### config.mk
export PLATFORM = sky130hd
export DESIGN_NAME = adc_ch123_input_select
export DESIGN_NICKNAME = d
export VERILOG_FILES = /design/src/logic/adc_sel_pkg.sv /design/src/logic/adc_ch123_input_select.sv /design/src/logic/chan_select_decode.sv
export SDC_FILE = /design/constraint.sdc
export NUM_CORES = 1
export LEC_CHECK = 0
export ABC_AREA = 1
export BUFFER_PORTS_ARGS = -buffer_cell sky130_fd_sc_hd__buf_2
export CORE_ASPECT_RATIO = 1.75
export CORE_UTILIZATION = 40
export CTS_BUF_LIST = sky130_fd_sc_hd__clkbuf_4 sky130_fd_sc_hd__clkbuf_8
export DETAILED_ROUTE_END_ITERATION = 6
export GPL_TIMING_DRIVEN = 0
export PLACE_DENSITY = 0.85
export SYNTH_ARGS = -nofsm -noshare
export SYNTH_HDL_FRONTEND = slang
export SYNTH_SLANG_ARGS = --single-unit
### constraint.sdc
create_clock -name ref_clk -period 1.3 [get_ports ref_clk]
set_input_delay 0.13 -clock ref_clk [delete_from_list [all_inputs] [get_ports ref_clk]]
set_output_delay 0.13 -clock ref_clk [all_outputs]
set_load 0.02 [all_outputs]
### src/logic/adc_sel_pkg.sv
/*
  Shared constants for the channel 1-3 input select block: register
  offsets, field positions, reset values and mux select codes.
  Assumes an APB slave port with 12-bit byte addresses and 32-bit data.
*/
package adc_sel_pkg;

  // register byte offsets
  localparam logic [11:0] SEL_OFS = 12'h000;
  localparam logic [11:0] CTRL_OFS = 12'h004;
  localparam logic [11:0] STAT_OFS = 12'h008;

  // input select register fields
  localparam int GROUP_A_POS_BIT = 0;
  localparam int GROUP_A_NEG_LSB = 1;
  localparam int GROUP_B_POS_BIT = 8;
  localparam int GROUP_B_NEG_LSB = 9;

  // control register fields
  localparam int TWELVE_BIT_BIT = 0;
  localparam int ALT_SAMPLE_BIT = 1;

  // status register fields
  localparam int STAT_GROUP_B_BIT = 0;
  localparam int STAT_TWELVE_BIT = 1;

  // values after reset
  localparam logic [15:0] SEL_RESET = 16'h0000;
  localparam logic TWELVE_BIT_RESET = 1'b0;
  localparam logic ALT_SAMPLE_RESET = 1'b0;
  localparam logic GROUP_B_RESET = 1'b0;

  // writable bits of the input select register
  localparam logic [15:0] SEL_WMASK = 16'h0707;

  // analog input numbers of channel 1; channels 2 and 3 add 1 and 2
  localparam logic [3:0] POS_LOW_BASE = 4'h0;
  localparam logic [3:0] POS_HIGH_BASE = 4'h3;
  localparam logic [3:0] NEG_MID_BASE = 4'h6;
  localparam logic [3:0] NEG_HIGH_BASE = 4'h9;
  // negative mux code for the negative voltage reference
  localparam logic [3:0] NEG_VREF_CODE = 4'hf;

  // negative select field codes
  localparam logic [1:0] NEG_CODE_HIGH = 2'h3;
  localparam logic [1:0] NEG_CODE_MID = 2'h2;

endpackage

### src/logic/adc_ch123_input_select.sv
/*
  Input selection for converter sample channels 1 to 3: APB register
  file, 12-bit mode masking, sample A/B alternation and registered mux
  selects for the analog front end.
  Assumes APB4 signalling synchronous to ref_clk and a one-cycle
  sampleStart pulse from the converter at the start of each sample.
*/
// Added by the designer: register access over APB and the register offsets.
// Overview of operation
// - bits 15-11 and 7-3 of the select register read zero, writes ignored
// - group B negative field 11 picks inputs 9/10/11, 10 picks 6/7/8
// - group B positive bit picks inputs 3/4/5 when set, else 0/1/2
// - group A negative field decodes like group B: 9-11, 6-8, else ref
// - group A positive bit picks inputs 3/4/5 when one, else 0/1/2
// - in 12-bit mode both negative fields read zero and ignore writes
// - in 12-bit mode both positive bits read zero as well
`timescale 1ns/1ps
module adc_ch123_input_select import adc_sel_pkg::*; (
  input wire logic ref_clk,
  input wire logic sys_rst,
  input wire logic [11:0] paddr,
  input wire logic psel,
  input wire logic penable,
  input wire logic pwrite,
  input wire logic [31:0] pwdata,
  input wire logic [3:0] pstrb,
  output logic [31:0] prdata,
  output logic pready,
  output logic pslverr,
  input wire logic sampleStart,
  output logic groupBActive,
  output logic [3:0] sampleChannel1PosSel,
  output logic [3:0] sampleChannel1NegSel,
  output logic [3:0] sampleChannel2PosSel,
  output logic [3:0] sampleChannel2NegSel,
  output logic [3:0] sampleChannel3PosSel,
  output logic [3:0] sampleChannel3NegSel
);

  logic [15:0] selStore_reg;
  logic twelveBitMode_reg;
  logic altSample_reg;
  logic groupB_reg;
  logic [31:0] prdata_reg;
  logic pready_reg;
  logic pslverr_reg;

  logic setupPhase;
  logic accessDone;
  logic wrSel;
  logic wrCtrl;
  logic mapped;
  logic [15:0] selVisible;
  logic [15:0] selWriteMask;
  logic [15:0] selStore_next;
  logic [31:0] readValue;

  logic groupAPos;
  logic [1:0] groupANeg;
  logic groupBPos;
  logic [1:0] groupBNeg;
  logic activePos;
  logic [1:0] activeNeg;
  logic [3:0] posSel1;
  logic [3:0] negSel1;
  logic [3:0] posSel2;
  logic [3:0] negSel2;
  logic [3:0] posSel3;
  logic [3:0] negSel3;

  // bus phases
  assign setupPhase = psel && !penable;
  assign accessDone = psel && penable && pready_reg;
  assign wrSel = accessDone && pwrite && (paddr == SEL_OFS);
  assign wrCtrl = accessDone && pwrite && (paddr == CTRL_OFS);

  // fields vanish while the converter is in 12-bit mode
  always_comb begin
    if (twelveBitMode_reg) begin
      selVisible = 16'h0000;
    end else begin
      selVisible = selStore_reg & SEL_WMASK;
    end
  end

  // byte lanes gate the two implemented bytes
  always_comb begin
    selWriteMask = SEL_WMASK;
    if (!pstrb[0]) begin
      selWriteMask[7:0] = 8'h00;
    end
    if (!pstrb[1]) begin
      selWriteMask[15:8] = 8'h00;
    end
    if (twelveBitMode_reg) begin
      selWriteMask = 16'h0000;
    end
  end

  assign selStore_next = (selStore_reg & ~selWriteMask)
    | (pwdata[15:0] & selWriteMask);

  always_ff @(posedge ref_clk) begin
    if (sys_rst) begin
      selStore_reg <= SEL_RESET;
    end else if (wrSel) begin
      selStore_reg <= selStore_next;
    end
  end

  always_ff @(posedge ref_clk) begin
    if (sys_rst) begin
      twelveBitMode_reg <= TWELVE_BIT_RESET;
      altSample_reg <= ALT_SAMPLE_RESET;
    end else if (wrCtrl && pstrb[0]) begin
      twelveBitMode_reg <= pwdata[TWELVE_BIT_BIT];
      altSample_reg <= pwdata[ALT_SAMPLE_BIT];
    end
  end

  // read data and decode, formed in the setup cycle
  always_comb begin
    readValue = 32'h0000_0000;
    mapped = 1'b1;
    if (paddr == SEL_OFS) begin
      readValue[15:0] = selVisible;
    end else if (paddr == CTRL_OFS) begin
      readValue[TWELVE_BIT_BIT] = twelveBitMode_reg;
      readValue[ALT_SAMPLE_BIT] = altSample_reg;
    end else if (paddr == STAT_OFS) begin
      readValue[STAT_GROUP_B_BIT] = groupB_reg;
      readValue[STAT_TWELVE_BIT] = twelveBitMode_reg;
    end else begin
      mapped = 1'b0;
    end
  end

  always_ff @(posedge ref_clk) begin
    if (sys_rst) begin
      prdata_reg <= 32'h0000_0000;
      pslverr_reg <= 1'b0;
    end else if (setupPhase) begin
      prdata_reg <= pwrite ? 32'h0000_0000 : readValue;
      pslverr_reg <= !mapped;
    end else if (accessDone) begin
      prdata_reg <= 32'h0000_0000;
      pslverr_reg <= 1'b0;
    end
  end

  // one access cycle per transfer, no wait states
  always_ff @(posedge ref_clk) begin
    if (sys_rst) begin
      pready_reg <= 1'b0;
    end else begin
      pready_reg <= setupPhase;
    end
  end

  assign prdata = prdata_reg;
  assign pready = pready_reg;
  assign pslverr = pslverr_reg;

  // sample group alternation
  always_ff @(posedge ref_clk) begin
    if (sys_rst) begin
      groupB_reg <= GROUP_B_RESET;
    end else if (!altSample_reg) begin
      groupB_reg <= 1'b0;
    end else if (sampleStart) begin
      groupB_reg <= !groupB_reg;
    end
  end

  assign groupAPos = selVisible[GROUP_A_POS_BIT];
  assign groupANeg = selVisible[GROUP_A_NEG_LSB +: 2];
  assign groupBPos = selVisible[GROUP_B_POS_BIT];
  assign groupBNeg = selVisible[GROUP_B_NEG_LSB +: 2];

  // group A unless alternation has moved to group B
  assign activePos = groupB_reg ? groupBPos : groupAPos;
  assign activeNeg = groupB_reg ? groupBNeg : groupANeg;

  chan_select_decode #(.CHAN_OFS(4'h0)) decodeChannel1 (
    .posBit(activePos),
    .negCode(activeNeg),
    .posSel(posSel1),
    .negSel(negSel1)
  );

  chan_select_decode #(.CHAN_OFS(4'h1)) decodeChannel2 (
    .posBit(activePos),
    .negCode(activeNeg),
    .posSel(posSel2),
    .negSel(negSel2)
  );

  chan_select_decode #(.CHAN_OFS(4'h2)) decodeChannel3 (
    .posBit(activePos),
    .negCode(activeNeg),
    .posSel(posSel3),
    .negSel(negSel3)
  );

  // registered mux selects
  always_ff @(posedge ref_clk) begin
    if (sys_rst) begin
      sampleChannel1PosSel <= POS_LOW_BASE;
      sampleChannel1NegSel <= NEG_VREF_CODE;
      sampleChannel2PosSel <= POS_LOW_BASE + 4'h1;
      sampleChannel2NegSel <= NEG_VREF_CODE;
      sampleChannel3PosSel <= POS_LOW_BASE + 4'h2;
      sampleChannel3NegSel <= NEG_VREF_CODE;
    end else begin
      sampleChannel1PosSel <= posSel1;
      sampleChannel1NegSel <= negSel1;
      sampleChannel2PosSel <= posSel2;
      sampleChannel2NegSel <= negSel2;
      sampleChannel3PosSel <= posSel3;
      sampleChannel3NegSel <= negSel3;
    end
  end

  always_ff @(posedge ref_clk) begin
    if (sys_rst) begin
      groupBActive <= GROUP_B_RESET;
    end else begin
      groupBActive <= groupB_reg;
    end
  end

endmodule

### src/logic/chan_select_decode.sv
/*
  Decodes one sample group's positive bit and negative field into the
  analog mux select codes of one sample channel.
  Assumes the channel offset is 0, 1 or 2 for channels 1, 2 and 3.
*/
`timescale 1ns/1ps
module chan_select_decode import adc_sel_pkg::*; #(
  parameter logic [3:0] CHAN_OFS = 4'h0
) (
  input wire logic posBit,
  input wire logic [1:0] negCode,
  output logic [3:0] posSel,
  output logic [3:0] negSel
);

  always_comb begin
    // inputs 3/4/5 when set, 0/1/2 when clear
    if (posBit) begin
      posSel = POS_HIGH_BASE + CHAN_OFS;
    end else begin
      posSel = POS_LOW_BASE + CHAN_OFS;
    end
  end

  always_comb begin
    // code 10 is decoded as written; software keeps it off small parts
    if (negCode == NEG_CODE_HIGH) begin
      negSel = NEG_HIGH_BASE + CHAN_OFS;
    end else if (negCode == NEG_CODE_MID) begin
      negSel = NEG_MID_BASE + CHAN_OFS;
    end else begin
      negSel = NEG_VREF_CODE;
    end
  end

endmodule

Yosys cells after proc, flatten, opt, wreduce, memory -nomap -nowiden --
Index checks and enable logic that the tools add are counted.
Word-level totals: word-level logic and storage cells 67, register bits after elaboration 78, memory bits (read-only) 0, memory bits (writable) 0, input port bits 54, bits in latches 0, memories kept 0
Operators by class: equal/unequal tests 4, add/sub/neg operators 0, bitwise operators 5, $mul 0, reduce and logical (&&, ||, !) cells 14, muxes and demuxes 27, div/mod/pow operators 0, order comparisons 0, shift-type cells 0
Operators by type and width (count):
- $mux W32 | 2
- $and A16 B16 Y16 | 2
- $mux W16 | 2
- $mux W3 | 8
- $not A16 Y16 | 1
- $or A16 B16 Y16 | 1
- $eq A12 B3 Y1 const B | 1
- $eq A12 B4 Y1 const B | 1
- $logic_not A12 Y1 | 1
- $mux W11 | 1
- $mux W2 | 5
- $mux W9 | 1
- $mux W4 | 2
- $logic_and A1 B1 Y1 | 7
- $mux W1 | 6
- $eq A2 B2 Y1 const B | 2
- $reduce_or A2 Y1 | 2
- $logic_not A1 Y1 | 3
- $reduce_bool A2 Y1 | 1
- $not A1 Y1 | 1

Logic depth before layout (Yosys ltp) --
depth in word-level cells 6, mapped depth 8

Hierarchy --
A second synthesis with hierarchy kept.
Unflattened totals: cell total of the unflattened synthesis 261, area total of the unflattened synthesis 2028.2 µm²
By module, submodules not included:
- adc_ch123_input_select | times used 1, area each 1848.0 µm², sequential area each 840.8 µm², cells an instance 229
- chan_select_decode (decodeChannel2 ...) | times used 2, area each 60.1 µm², sequential area each 0.0 µm², cells an instance 11
- chan_select_decode (decodeChannel1) | times used 1, area each 60.1 µm², sequential area each 0.0 µm², cells an instance 10

Worst setup path after synthesis --
OpenSTA, ideal clock, no wires.
path type register -> register, from register pready_reg, in the netlist pready, to register with a tool-made name, path slack 123 ps, data arrival time 1113 ps, stages on the path, launching flop included 7, path buffers 0, cell sequence dfxtp_1 > nand2_1 > nor2_2 > nand3_1 > nor2_1 > o21ai_0 > nor2_1
RTL lines:
- start, declared | RTL line adc_ch123_input_select.sv:45 | logic pready_reg;
- start signal, assigned | RTL line adc_ch123_input_select.sv:156 | pready_reg <= setupPhase;

==> reports/results.tsv <==
metric	value	unit
status	finished, final reports clean	
fin_crit	1.18	ns
clkSlewWorstSetupHoldPaths	0.08	ns
grt_max_degree	13	
insertion_delay	0.26	ns
crit_fanout	4	
grt_usage	15.7	%
syn_area_per_cell	7.09	µm²
holdWs	0.0890	ns
cts_resized	0	
initial_utilization	41.5	%
synthToLayoutAreaGrowth	34.5	%
arrival	1.38	ns
ys_types	24	
max_freq	846	MHz
wl_met3	205	µm
fin_area	0.00188	mm²
avgViaCountPerCell	4.03	
boundaryPins	113	
nets	338	
p_per_area	763	mW/mm²
dr_wl_met2	1520	µm
maxSlewViolCount	0	
seq_area_frac_synth	33.0	%
finalSetupViolCount	0	
diodes	0	
worstPathRequired	1.50	ns
fin_skew	0.00552	ns
die_area	0.00374	mm²
synth_cells	197	
ant_nets	0	
maxCapViolCount	0	
num_rows	28	
grt_pass1_vias	1155	
end_kind	flop	
wl_per_cell	8.55	µm
hold_viol_final	0	
cts_tree	yes	
cts_sinks	23	
mostFrequentLayoutCells	buf_2, buf_4, nand2_1	
hold_class	in2reg	
final_common_cell	buf_2	
drtPass1Iterations	4	
grt-ovfl-total	0	
chipWidth	46.7	µm
drive_gt1_share	41.0	%
finalCritPeriodShare	91.0	%
synth_top_area_share	33.0	%
htreeDepth	1	
synthesis.area	0.00140	mm²
antenna_found_initial	0	
grt_pass1_wl	4520	µm
synth_area_leaders	dfxtp_1, buf_4, nand2_1	
yosys_warnings	0	
gp_congestion	0.842	
core	0.00336	mm²
vias	1323	
root_buffer	clkbuf_8	
totalNegativeSetupSlack	0	ns
p_leak	0.00109	µW
drc	0	
die_height	80.2	µm
highest_layer	met4	
drtIter0Drc	25	
drt_wl_total	2800	µm
met1_length	1040	µm
dp_hpwl	2330	µm
postCtsHoldBufs	0	
cts_buffer_depth	2	
postPlaceCellArea	0.00182	mm²
synth_top_area_cell	dfxtp_1	
grt_setup_unrepaired	yes	
numPortBuffers	51	
worstSetupPathType	reg2reg	
cts_buffers	3	
startpoint_type	flop	
post-cts-setup-buffers	0	
vdd_drop_max	0.000549	V
ys_seq_elements	23	
-- metrics by stage --
stage	power, µW	instances	util [%]	worst slack, ns
4_1_cts	1440	328	55.7	0.0772
2_1_floorplan	930	228	-	0.123
3_5_place_dp	988	324	54.2	0.0999
6_report	1430	328	55.8	0.117
3_3_place_gp	985	324	54.2	0.107
5_1_grt	1500	328	55.8	-0.0317
-- logic make-up (layout without fill, tap and decap cells) --
family                 Yosys count  in the layout  synth area share (%)
AND/OR/NAND/NOR                 89             89                  29.8
buffers and inverters           65            120                  29.6
flip-flops                      23             23                  33.0
AO/OA/AOI/OAI                   17             17                  6.45
other                            2             33                 0.538
XOR/XNOR                         1              1                 0.627
-- power breakdown --
part,internal (µW),switching (µW),leakage [µW],total (µW)
registers,707,1.61,0.000187,708
clock network,239,218,0.0000262,457
logic,109,159,0.000880,267
total,1050,378,0.00109,1430
-- layout make-up --
class / count / area [µm²]
plain buffers: 46 / 342
repair buffers: 51 / 255
fillers: 357 / 1490
clock buffers: 4 / 48.8
well taps: 45 / 56.3
inverters: 19 / 71.3
multi-input cells: 140 / 642
flip-flops and latches: 23 / 463
-- per-layer routing --
layer,GRT usage (%),vias to the layer above
met3,1.57,4
li1,-,704
met2,30.1,57
met5,0,-
met1,16.2,558
met4,5.43,0
-- synthesized netlist by cell type --
master	n
dfxtp_1	23
o211ai_1	2
nor2_1	25
nand4_2	1
o21ai_0	6
inv_2	3
nand3_2	1
a21oi_1	8
nor2_8	1
buf_4	45
nand2_1	41
nand4_1	1
clkbuf_1	1
or2_1	1
nor3_1	5
nor2_2	4
inv_1	16
conb_1	2
nand3_1	6
nand2_4	1
nand2_2	1
o21ai_1	1
nor3_4	1
xnor2_1	1
-- path summary, 6_finish.rpt --
path / slack [ns] / from / end / cells after the start
setup / recovery: 0.12 / pready$_SDFF_PP0_ / flop / 6
hold / removal: 0.09 / pwdata[8] / flop / 3
setup reg to reg: 0.12 / pready$_SDFF_PP0_ / flop / 6
hold reg to reg: 0.46 / prdata[9]$_SDFFE_PP0P_ / prdata[9]$_SDFFE_PP0P_ / 2
-- critical path: stages (launching register included) --
cell and delay [ns]:
dfxtp_1 0.36, nand2_1 0.07, nor2_2 0.16, nand3_1 0.17, nor2_2 0.17, o21ai_0 0.10
nor2_1 0.10
Power figures use the tool's default switching activity.
